**config.mk**
```make
export PLATFORM = sky130hd
export DESIGN_NAME = dpd_top
export DESIGN_NICKNAME = d
export VERILOG_FILES = /design/src/design/dpd_pkg.sv /design/src/design/dpd_phase_detector.sv /design/src/design/dpd_prescaler.sv /design/src/design/dpd_top.sv
export SDC_FILE = /design/constraint.sdc
export NUM_CORES = 1
export LEC_CHECK = 0
export BUFFER_PORTS_ARGS = -buffer_cell sky130_fd_sc_hd__buf_2
export CAP_MARGIN = 25
export CELL_PAD_IN_SITES_DETAIL_PLACEMENT = 0
export CELL_PAD_IN_SITES_GLOBAL_PLACEMENT = 2
export CORE_MARGIN = 2
export CORE_UTILIZATION = 31
export CTS_CLUSTER_DIAMETER = 60
export DETAILED_ROUTE_END_ITERATION = 7
export PLACE_DENSITY_LB_ADDON = 0.1
export SETUP_SLACK_MARGIN = 0.3
export SLEW_MARGIN = 10
export SYNTH_ARGS = -nofsm -noshare
export SYNTH_HDL_FRONTEND = slang
export SYNTH_SLANG_ARGS = --single-unit
```
**constraint.sdc**
```tcl
create_clock -name CLK -period 2.65 [get_ports CLK]
set_clock_uncertainty 0.05 [all_clocks]
set_input_delay 0.1325 -clock CLK [delete_from_list [all_inputs] [get_ports CLK]]
set_output_delay 0.1325 -clock CLK [all_outputs]
set_load 0.005 [all_outputs]
```
**src/design/dpd_pkg.sv**
```systemverilog
// Shared constants of the dual prescaler phase detector.
package dpd_pkg;
   // Register byte offsets on the AHB-Lite slave.
   localparam logic [7:0] DPD_OFS_REF_RATIO = 8'h00;
   localparam logic [7:0] DPD_OFS_OSC_RATIO = 8'h04;
   localparam logic [7:0] DPD_OFS_PUMP_CTRL = 8'h08;
   localparam logic [7:0] DPD_OFS_STATUS = 8'h0c;
   localparam logic [7:0] DPD_OFS_PUMP_LEVEL = 8'h10;
   localparam logic [7:0] DPD_OFS_EDGE_COUNT = 8'h14;

   // Field layout.
   localparam int DPD_RATIO_W = 7;
   localparam int DPD_GAIN_W = 4;
   localparam int DPD_GAIN_LSB = 0;
   localparam int DPD_INVERT_BIT = 4;
   localparam int DPD_ST_REF_TAP = 0;
   localparam int DPD_ST_OSC_TAP = 1;
   localparam int DPD_ST_UP = 2;
   localparam int DPD_ST_DOWN = 3;
   localparam int DPD_CUR_W = 14;

   // Reset values: an open control input reads as zero.
   localparam logic [6:0] DPD_RATIO_RST = 7'h00;
   localparam logic [3:0] DPD_GAIN_RST = 4'h0;
   localparam logic DPD_INVERT_RST = 1'b0;

   // Pump current scale in microamps.
   localparam logic [13:0] DPD_CUR_STEP_UA = 14'h02ee;
   localparam logic [13:0] DPD_CUR_MAX_UA = 14'h2ee0;
   localparam logic [3:0] DPD_GAIN_FULL = 4'hf;

   // Timing: clock rate and narrowest pump pulse.
   localparam longint DPD_CLK_HZ = 40000000;
   localparam longint DPD_MIN_PULSE_PS = 100;
   localparam longint DPD_MIN_PULSE_RAW =
      (DPD_MIN_PULSE_PS * DPD_CLK_HZ + 64'd999999999999) / 64'd1000000000000;
   localparam int DPD_MIN_PULSE_CYC =
      (DPD_MIN_PULSE_RAW < 1) ? 1 : int'(DPD_MIN_PULSE_RAW);

   // AHB-Lite encodings.
   localparam logic [1:0] DPD_HTRANS_NONSEQ = 2'h2;
   localparam logic [2:0] DPD_HSIZE_WORD = 3'h2;

   // Bus slave sequence.
   typedef enum logic [1:0] {DPD_BUS_IDLE, DPD_BUS_DATA} dpd_bus_t;
endpackage

```
**src/design/dpd_phase_detector.sv**
```systemverilog
// Tri-state phase-frequency detector on divided edge pulses.
`timescale 1ns/1ps
`default_nettype none
module dpd_phase_detector
   import dpd_pkg::*;
(
   input wire logic clk,
   input wire logic srst,
   input wire logic ref_tick,
   input wire logic osc_tick,
   output logic up,
   output logic down
);
   logic up_ff;
   logic down_ff;
   logic nxt_up;
   logic nxt_down;

   // Each edge sets its flag; once both are set they clear together.
   always_comb begin
      nxt_up = up_ff | ref_tick;
      nxt_down = down_ff | osc_tick;
      if (nxt_up && nxt_down) begin
         nxt_up = 1'b0;
         nxt_down = 1'b0;
      end
   end

   // Detector state; the clear path is one cycle, the narrowest pulse possible.
   always_ff @(posedge clk) begin
      if (srst) begin
         up_ff <= 1'b0;
         down_ff <= 1'b0;
      end else begin
         up_ff <= nxt_up;
         down_ff <= nxt_down;
      end
   end

   assign up = up_ff;
   assign down = down_ff;
endmodule
`default_nettype wire

```
**src/design/dpd_prescaler.sv**
```systemverilog
// Programmable integer prescaler, divide by 1 to 127, with monitor tap.
`timescale 1ns/1ps
`default_nettype none
module dpd_prescaler
   import dpd_pkg::*;
(
   input wire logic clk,
   input wire logic srst,
   input wire logic level,
   input wire logic [6:0] ratio,
   output logic tick,
   output logic tap
);
   logic prev_ff;
   logic [6:0] cnt_ff;
   logic [6:0] cur_n_ff;
   logic tick_ff;
   logic tap_ff;
   logic rise;
   logic [6:0] eff_n;
   logic [6:0] half_n;

   // A zero word divides by one; otherwise the word is the modulus.
   assign eff_n = (ratio == 7'h00) ? 7'h01 : ratio;
   assign rise = level & ~prev_ff;

   // High-time threshold, summed one bit wider so that a modulus of 127 does not wrap.
   assign half_n = 7'((8'(cur_n_ff) + 8'h01) >> 1);

   // Input edge detector on the already synchronised level.
   always_ff @(posedge clk) begin
      if (srst) begin
         prev_ff <= 1'b0;
      end else begin
         prev_ff <= level;
      end
   end

   // Edge counter; the new modulus is taken only at the cycle boundary.
   always_ff @(posedge clk) begin
      if (srst) begin
         cnt_ff <= 7'h00;
         cur_n_ff <= 7'h01;
         tick_ff <= 1'b0;
      end else begin
         tick_ff <= 1'b0;
         if (rise) begin
            if (cnt_ff >= cur_n_ff - 7'h01) begin
               cnt_ff <= 7'h00;
               cur_n_ff <= eff_n;
               tick_ff <= 1'b1;
            end else begin
               cnt_ff <= cnt_ff + 7'h01;
            end
         end
      end
   end

   // Monitor tap: follows the input at divide by one, else a near-square wave.
   always_ff @(posedge clk) begin
      if (srst) begin
         tap_ff <= 1'b0;
      end else if (cur_n_ff == 7'h01) begin
         tap_ff <= level;
      end else begin
         tap_ff <= (cnt_ff < half_n);
      end
   end

   assign tick = tick_ff;
   assign tap = tap_ff;
endmodule
`default_nettype wire

```
**src/design/dpd_top.sv**
```systemverilog
// Dual prescaler phase detector with AHB-Lite control registers.
//
// Operation
// Two independent prescalers divide reference and oscillator, each with its own word.
// Each prescaler divides by any integer modulus from one to 127.
// An all-zero ratio word divides by one, passing the input unchanged.
// The ratio is the unsigned value of the word, bit six most significant.
// The oscillator prescaler uses its own word with the same encoding.
// Ratio words may change while running and take effect at once; here a new ratio takes effect at the next terminal count.
// The detector compares divided signals and drives up and down outputs.
// Leading reference gives up pulse, lagging gives down; both clear when both arrive.
// The detector clear path allows the narrowest possible pump pulse.
// A 4-bit gain code sets the pump pulse amplitude.
// Full-scale gain gives the maximum pump current of 12 mA.
// Pump current scales by 0.75 mA per code step, zero at code zero.
// Polarity bit high swaps up and down outputs; low leaves them normal.
// All control inputs share one logic and read as zero when left alone.
// Divided reference and oscillator each appear on a monitor output.
// The controller holds settings stable around each prescaler terminal count.
`timescale 1ns/1ps
`default_nettype none
module dpd_top
   import dpd_pkg::*;
(
   input wire logic CLK,
   input wire logic SRST,
   input wire logic HSEL,
   input wire logic [31:0] HADDR,
   input wire logic [1:0] HTRANS,
   input wire logic HWRITE,
   input wire logic [2:0] HSIZE,
   input wire logic [31:0] HWDATA,
   input wire logic HREADY,
   output logic [31:0] HRDATA,
   output logic HREADYOUT,
   output logic HRESP,
   input wire logic REFERENCE_IN_POS,
   input wire logic REFERENCE_IN_NEG,
   input wire logic OSCILLATOR_IN_POS,
   input wire logic OSCILLATOR_IN_NEG,
   output logic UP_PULSE_OUT_POS,
   output logic UP_PULSE_OUT_NEG,
   output logic DOWN_PULSE_OUT_POS,
   output logic DOWN_PULSE_OUT_NEG,
   output logic DIVIDED_REFERENCE_TAP,
   output logic DIVIDED_OSCILLATOR_TAP,
   output logic [13:0] PUMP_CURRENT_UA
);
   // Differential receiver: the pin pair reads high when the positive leg wins.
   // Equal legs read low, so an open pair never
   // fakes a rising edge into a prescaler.
   function automatic logic diff_level(input logic pos, input logic neg);
      diff_level = pos & ~neg;
   endfunction

   // Pump current in microamps for a gain code, linear with a full-scale cap.
   // The top code reports the stated maximum,
   // not fifteen plain steps.
   function automatic logic [13:0] gain_to_ua(input logic [3:0] code);
      logic [17:0] prod;
      prod = 18'(code) * 18'(DPD_CUR_STEP_UA);
      if (code == DPD_GAIN_FULL) begin
         gain_to_ua = DPD_CUR_MAX_UA;
      end else begin
         gain_to_ua = prod[13:0];
      end
   endfunction

   // Register address decode on the low byte of the captured address.
   // Nonzero upper bits alias nothing and read zero.
   function automatic logic is_reg(input logic [31:0] addr, input logic [7:0] ofs);
      is_reg = (addr[31:8] == 24'h000000) && (addr[7:0] == ofs);
   endfunction

   // Pin synchronisers: the first stage feeds only the second.
   logic [3:0] pin_s1_ff;
   logic [3:0] pin_s2_ff;

   // Control registers.
   logic [6:0] ref_ratio_ff;
   logic [6:0] osc_ratio_ff;
   logic [3:0] gain_ff;
   logic pump_sense_invert_ff;

   // Bus slave state.
   dpd_bus_t bus_state_ff;
   logic wr_pend_ff;
   logic [31:0] addr_ff;
   logic [31:0] hrdata_ff;
   logic hreadyout_ff;
   logic hresp_ff;

   // Datapath outputs.
   logic up_pos_ff;
   logic up_neg_ff;
   logic down_pos_ff;
   logic down_neg_ff;
   logic ref_tap_ff;
   logic osc_tap_ff;
   logic [13:0] pump_ua_ff;
   logic [15:0] ref_cycles_ff;
   logic [15:0] osc_cycles_ff;

   // Internal nets between receivers, prescalers and detector.
   logic ref_level;
   logic osc_level;
   logic ref_tick;
   logic osc_tick;
   logic ref_tap;
   logic osc_tap;
   logic det_up;
   logic det_down;
   logic drive_up;
   logic drive_down;
   logic accept;
   logic [31:0] rd_word;

   // Two-flop synchronisers for the reference and oscillator pin pairs.
   // Only the second stage is read, giving a metastable
   // first stage a full cycle to settle. Each level must
   // last two cycles or its edge may be lost.
   always_ff @(posedge CLK) begin
      if (SRST) begin
         pin_s1_ff <= 4'h0;
         pin_s2_ff <= 4'h0;
      end else begin
         pin_s1_ff <= {OSCILLATOR_IN_NEG, OSCILLATOR_IN_POS,
                       REFERENCE_IN_NEG, REFERENCE_IN_POS};
         pin_s2_ff <= pin_s1_ff;
      end
   end

   // Receiver levels taken from the second stage only.
   assign ref_level = diff_level(pin_s2_ff[0], pin_s2_ff[1]);
   assign osc_level = diff_level(pin_s2_ff[2], pin_s2_ff[3]);

   // Reference path prescaler.
   // A new ratio is taken only at terminal count, so a
   // mid-cycle write never cuts the running cycle.
   dpd_prescaler u_ref_div (
      .clk(CLK),
      .srst(SRST),
      .level(ref_level),
      .ratio(ref_ratio_ff),
      .tick(ref_tick),
      .tap(ref_tap)
   );

   // Oscillator path prescaler with its own word.
   dpd_prescaler u_osc_div (
      .clk(CLK),
      .srst(SRST),
      .level(osc_level),
      .ratio(osc_ratio_ff),
      .tick(osc_tick),
      .tap(osc_tap)
   );

   // Phase-frequency detector on the divided edges.
   // Ticks on one edge cancel: equal phases give no pulse.
   dpd_phase_detector u_pfd (
      .clk(CLK),
      .srst(SRST),
      .ref_tick(ref_tick),
      .osc_tick(osc_tick),
      .up(det_up),
      .down(det_down)
   );

   // Polarity swap exchanges the up and down roles.
   // Swapping before the output flops keeps both legs
   // of a pair in step; status shows the unswapped state.
   assign drive_up = pump_sense_invert_ff ? det_down : det_up;
   assign drive_down = pump_sense_invert_ff ? det_up : det_down;

   // Differential pump outputs, registered; one-cycle pulses pass intact.
   // The narrowest pulse is one clock period, so very
   // narrow phase errors are widened to one cycle.
   always_ff @(posedge CLK) begin
      if (SRST) begin
         up_pos_ff <= 1'b0;
         up_neg_ff <= 1'b1;
         down_pos_ff <= 1'b0;
         down_neg_ff <= 1'b1;
      end else begin
         up_pos_ff <= drive_up;
         up_neg_ff <= ~drive_up;
         down_pos_ff <= drive_down;
         down_neg_ff <= ~drive_down;
      end
   end

   // Monitor taps of the divided signals.
   always_ff @(posedge CLK) begin
      if (SRST) begin
         ref_tap_ff <= 1'b0;
         osc_tap_ff <= 1'b0;
      end else begin
         ref_tap_ff <= ref_tap;
         osc_tap_ff <= osc_tap;
      end
   end

   // Pump current follows the gain code.
   // Pulses still go out at gain zero; only this reads zero.
   always_ff @(posedge CLK) begin
      if (SRST) begin
         pump_ua_ff <= 14'h0000;
      end else begin
         pump_ua_ff <= gain_to_ua(gain_ff);
      end
   end

   // Divided cycle counters give software a view of both loops.
   // They wrap at the top; software takes differences.
   always_ff @(posedge CLK) begin
      if (SRST) begin
         ref_cycles_ff <= 16'h0000;
         osc_cycles_ff <= 16'h0000;
      end else begin
         if (ref_tick) begin
            ref_cycles_ff <= ref_cycles_ff + 16'h0001;
         end
         if (osc_tick) begin
            osc_cycles_ff <= osc_cycles_ff + 16'h0001;
         end
      end
   end

   // A transfer is taken on a selected NONSEQ address phase.
   assign accept = HSEL && HREADY && (HTRANS == DPD_HTRANS_NONSEQ);

   // Bus sequencer: every transfer inserts one wait state in its data phase.
   // The wait state lets the write data stand a full
   // cycle before they land and settles the read mux.
   // No new address phase is taken in the wait state,
   // since the master's ready input is low there.
   always_ff @(posedge CLK) begin
      if (SRST) begin
         bus_state_ff <= DPD_BUS_IDLE;
         hreadyout_ff <= 1'b1;
         wr_pend_ff <= 1'b0;
         addr_ff <= 32'h00000000;
      end else begin
         case (bus_state_ff)
            DPD_BUS_IDLE: begin
               if (accept) begin
                  bus_state_ff <= DPD_BUS_DATA;
                  hreadyout_ff <= 1'b0;
                  wr_pend_ff <= HWRITE && (HSIZE == DPD_HSIZE_WORD);
                  addr_ff <= HADDR;
               end
            end
            DPD_BUS_DATA: begin
               bus_state_ff <= DPD_BUS_IDLE;
               hreadyout_ff <= 1'b1;
               wr_pend_ff <= 1'b0;
            end
            default: begin
               bus_state_ff <= DPD_BUS_IDLE;
               hreadyout_ff <= 1'b1;
               wr_pend_ff <= 1'b0;
            end
         endcase
      end
   end

   // The slave only ever answers OKAY.
   // Unmapped places and narrow writes are ignored quietly.
   always_ff @(posedge CLK) begin
      if (SRST) begin
         hresp_ff <= 1'b0;
      end else begin
         hresp_ff <= 1'b0;
      end
   end

   // Control registers; writes land in the data phase, ratio words acting at the next terminal count.
   // Reset clears them all, as open inputs read zero:
   // divide by one, no current and no polarity swap.
   always_ff @(posedge CLK) begin
      if (SRST) begin
         ref_ratio_ff <= DPD_RATIO_RST;
         osc_ratio_ff <= DPD_RATIO_RST;
         gain_ff <= DPD_GAIN_RST;
         pump_sense_invert_ff <= DPD_INVERT_RST;
      end else if (wr_pend_ff && (bus_state_ff == DPD_BUS_DATA)) begin
         if (is_reg(addr_ff, DPD_OFS_REF_RATIO)) begin
            ref_ratio_ff <= HWDATA[DPD_RATIO_W-1:0];
         end else if (is_reg(addr_ff, DPD_OFS_OSC_RATIO)) begin
            osc_ratio_ff <= HWDATA[DPD_RATIO_W-1:0];
         end else if (is_reg(addr_ff, DPD_OFS_PUMP_CTRL)) begin
            gain_ff <= HWDATA[DPD_GAIN_LSB +: DPD_GAIN_W];
            pump_sense_invert_ff <= HWDATA[DPD_INVERT_BIT];
         end
      end
   end

   // Read multiplexer; unmapped addresses read as zero.
   // Only the status word shows live detector state.
   always_comb begin
      rd_word = 32'h00000000;
      if (is_reg(addr_ff, DPD_OFS_REF_RATIO)) begin
         rd_word[DPD_RATIO_W-1:0] = ref_ratio_ff;
      end else if (is_reg(addr_ff, DPD_OFS_OSC_RATIO)) begin
         rd_word[DPD_RATIO_W-1:0] = osc_ratio_ff;
      end else if (is_reg(addr_ff, DPD_OFS_PUMP_CTRL)) begin
         rd_word[DPD_GAIN_LSB +: DPD_GAIN_W] = gain_ff;
         rd_word[DPD_INVERT_BIT] = pump_sense_invert_ff;
      end else if (is_reg(addr_ff, DPD_OFS_STATUS)) begin
         rd_word[DPD_ST_REF_TAP] = ref_tap_ff;
         rd_word[DPD_ST_OSC_TAP] = osc_tap_ff;
         rd_word[DPD_ST_UP] = det_up;
         rd_word[DPD_ST_DOWN] = det_down;
      end else if (is_reg(addr_ff, DPD_OFS_PUMP_LEVEL)) begin
         rd_word[DPD_CUR_W-1:0] = pump_ua_ff;
      end else if (is_reg(addr_ff, DPD_OFS_EDGE_COUNT)) begin
         rd_word = {osc_cycles_ff, ref_cycles_ff};
      end
   end

   // Read data is loaded at the end of the wait state and held after.
   // Holding it lets a slow master take the word late.
   always_ff @(posedge CLK) begin
      if (SRST) begin
         hrdata_ff <= 32'h00000000;
      end else if ((bus_state_ff == DPD_BUS_DATA) && !wr_pend_ff) begin
         hrdata_ff <= rd_word;
      end
   end

   // Every top output comes straight from a flip-flop.
   assign HRDATA = hrdata_ff;
   assign HREADYOUT = hreadyout_ff;
   assign HRESP = hresp_ff;
   assign UP_PULSE_OUT_POS = up_pos_ff;
   assign UP_PULSE_OUT_NEG = up_neg_ff;
   assign DOWN_PULSE_OUT_POS = down_pos_ff;
   assign DOWN_PULSE_OUT_NEG = down_neg_ff;
   assign DIVIDED_REFERENCE_TAP = ref_tap_ff;
   assign DIVIDED_OSCILLATOR_TAP = osc_tap_ff;
   assign PUMP_CURRENT_UA = pump_ua_ff;
endmodule
`default_nettype wire
```
==> results.yml <==
setup_path:
  crit_arrival_ns: 2.90
  reg2reg_from: "gain_ff[2]$_SDFFE_PP0P_"
  path_class: "reg -> reg"
  worstSetupStartpointType: "flop"
  r2r_slack_ns: 0.02
  crit_path_max_fanout: 4
  worstPathRequired_ns: 2.92
  r2r-end: "PUMP_CURRENT_UA[9]$_SDFF_PP0_"
  ff2ff_path_depth: 11
  crit_path_end_kind: "flop"
final_layout:
  finish.utilization_pct: 41.5
  drive_gt1_share_pct: 24.9
  antennaDiodeCount: 0
  regArea_sq_um: 3640
  area_growth_pct: 32.2
  multi_input_area_sq_um: 5130
  stdcell_count: 1533
  fillCellCount: 2857
  design_area_sq_um: 11500
  fin_nets: 1278
clock_tree:
  cts_root_buffer: "clkbuf_16"
  cts_num_sinks: 181
  clk_pin_slew_ns: 0.07
  clk_latency_ns: 0.44
  htree_levels: 4
  cts_buffers: 17
  clk_path_buf_depth: 2
  cts_tree: "yes"
routing:
  vias: 7171
  viasPerCell: 4.68
  drc_errors: 0
  wirelength_um: 23400
  avgRoutedWirePerCell_um: 15.3
  drt_first_pass_iters: 4
  ant_nets: 0
  drt_iter0_drc: 261
hold_path:
  hold-path-endpoint: "ref_ratio_ff[6]$_SDFFE_PP0P_"
  worstHoldStart: "SRST"
  whs_path_depth: 2
  hp-class: "in -> reg"
timing:
  worst_slew_pin_slew_ns: 0.753
  min_period_ns: 2.63
  hold_violations: 0
  hold_slack_ns: 0.0485
  fin_crit_sh_pct: 99.4
  setup_viol: 0
  max_freq_ghz: 0.380
  slew_headroom_pct: 49.8
  rsz0062_at_grt: "yes"
  drv_slew: 0
flow_run:
  max_cap_violations: 0
floorplanning:
  die_w_um: 171
  core_sq_um: 27600
  rows: 61
  die_y_um: 171
  design.die.area_sq_um: 29300
  initial_utilization_pct: 31.4
  ios: 132
synth:
  synth-edff-count: 0
  ys_types: 62
  synth_top_area_cell: "dfxtp_1"
  yosysSeqAreaShare_pct: 41.8
  syn_area_sq_um: 8670
  syn_inst: 962
  synth_seq_cells: 181
  synth_ff_type: "dfxtp_1"
  yosys_warnings: 0
  async_reset_ff_share_pct: 0
  synth.avg_cell_area_sq_um: 9.01
  yosys-top-cells-area: "dfxtp_1, ha_1, mux2i_1, nand2_1, nor2_1"
  synth_top_area_share_pct: 41.8
status:
  status: "completed"
grt:
  antenna_found_initial: 0
  grt_max_degree: 59
  grt_first_pass_wirelength_um: 38100
  grt_pass1_vias: 7128
  grt.total_usage_pct: 16.6
  grt.overflow.total: 0
placement:
  gp_congestion: 0.760
  dp_cells: 1443
  placed_cell_area_sq_um: 9960
  hpwl_um: 16400
  io_buffers: 104
pwr:
  peakVddDrop_mv: 0.399
  power_mw: 5.63
  power_density_nw_per_um2: 492
  leakagePower_nw: 4.53
## area by class of cell
type,instances,area share [%]
clock buffers,17,3.71
clock inverters,15,1.23
inverters,25,0.819
multi-input cells,705,44.8
flip-flops and latches,181,31.8
well taps,378,4.13
repair buffers,212,13.5
## stage by stage
step                setup slack (ns)  TNS (ns)
floorplan                    -0.0192   -0.0192
global placement             0.00436         0
detailed placement           -0.0467   -0.0632
CTS                           0.0174         0
global route                  -0.102    -0.221
finish                        0.0164         0
## cell families (layout without fill, tap and decap cells)
| family | Yosys count | count (layout) | share of synthesized area (%) |
|---|---|---|---|
| other cells | 1 | 2 | 0.0433 |
| mux | 47 | 47 | 5.65 |
| buf+inv | 77 | 269 | 3.62 |
| simple gates | 386 | 386 | 22.5 |
| compound gates | 146 | 146 | 10.9 |
| fa+ha+maj | 58 | 58 | 8.81 |
| xor+xnor | 66 | 66 | 6.67 |
| flops | 181 | 181 | 41.8 |
## per-layer routing
metal	vias up	global-route usage [%]	wire (um)
li1	3676	-	-
met1	3408	22.5	11600
met2	70	27.4	11000
met3	17	2.44	487
met4	0	4.90	262
met5	-	0	0
## timing repair
item / 4_1_cts / 5_1_grt
endpoints found under the hold margin: 55 / 0
resized for setup: 32 / 35
setup buffers: 6 / 8
cloned: 1 / 0
pin swaps: 19 / 19
hold buffers: 43 / 0
endpoints found under the setup margin: 48 / 59
## flip-flops by register name, indices dropped and copies added (netlist names), 4 cells and up
name                count
u_ref_div.cur_n_ff      7
HRDATA                 32
ref_ratio_ff            7
u_osc_div.cur_n_ff      7
u_ref_div.cnt_ff        7
ref_cycles_ff          16
gain_ff                 4
pin_s1_ff               4
u_osc_div.cnt_ff        7
pin_s2_ff               4
osc_cycles_ff          16
PUMP_CURRENT_UA        13
osc_ratio_ff            7
addr_ff                32
## cells in the mapped netlist, drive strengths merged (9+ instances only)
master	count
a21oi	58
buf	9
and3	22
a22oi	26
mux2i	41
nor4	10
a211oi	11
clkbuf	43
inv	25
nand3	22
o21ai	14
nand2b	31
ha	53
dfxtp	181
nor2b	17
xor2	42
xnor2	24
nor2	106
nand2	107
nor3	29
## critical path: stages, from the launching register on
cell       delay (ns)
dfxtp_4          0.36
fa_2             0.38
inv_2            0.06
fa_1             0.43
inv_2            0.08
ha_4             0.20
nor2b_4          0.12
o21a_1           0.19
o21ai_2          0.19
nand2_2          0.10
a2111oi_4        0.31
a211oi_2         0.06
## worst max path at each step
| stage | end | start | slack [ns] |
|---|---|---|---|
| final | PUMP_CURRENT_UA[9]$_SDFF_PP0_ | gain_ff[2]$_SDFFE_PP0P_ | 0.02 |
| after global routing | PUMP_CURRENT_UA[9]$_SDFF_PP0_ | gain_ff[2]$_SDFFE_PP0P_ | -0.10 |
| after CTS | PUMP_CURRENT_UA[9]$_SDFF_PP0_ | gain_ff[2]$_SDFFE_PP0P_ | 0.02 |
| after detailed placement | PUMP_CURRENT_UA[11]$_SDFF_PP0_ | gain_ff[3]$_SDFFE_PP0P_ | -0.05 |
| after global placement | PUMP_CURRENT_UA[9]$_SDFF_PP0_ | gain_ff[2]$_SDFFE_PP0P_ | 0.004 |
| after floorplan | PUMP_CURRENT_UA[9]$_SDFF_PP0_ | gain_ff[2]$_SDFFE_PP0P_ | -0.02 |
## cells in the final DEF (no fill, tap or decap), drive strengths merged, types with 5 or more instances in the layout
| master | instances |
|---|---|
| mux2i | 41 |
| and3 | 22 |
| xor2 | 42 |
| nand4 | 8 |
| clkbuf | 18 |
| dlygate4sd3 | 43 |
| buf | 168 |
| nor2b | 17 |
| or2 | 5 |
| nand3 | 22 |
| o21ai | 14 |
| xnor2 | 24 |
| a21o | 8 |
| ha | 53 |
| nor3b | 5 |
| nand2b | 31 |
| dfxtp | 181 |
| inv | 32 |
| fa | 5 |
| mux2 | 5 |
| a22oi | 26 |
| clkinvlp | 5 |
| a211oi | 11 |
| nor2 | 106 |
| and2 | 5 |
| or3 | 6 |
| a21oi | 58 |
| nor4 | 10 |
| nor3 | 29 |
| nand2 | 107 |
## power breakdown
group | switching, mW | internal [mW] | total, mW
Clock | 1.24 | 1.25 | 2.49
Sequential | 0.0224 | 2.74 | 2.76
Combinational | 0.191 | 0.193 | 0.384
Total | 1.45 | 4.18 | 5.63
No activity file was read; power rests on OpenSTA's default activity.
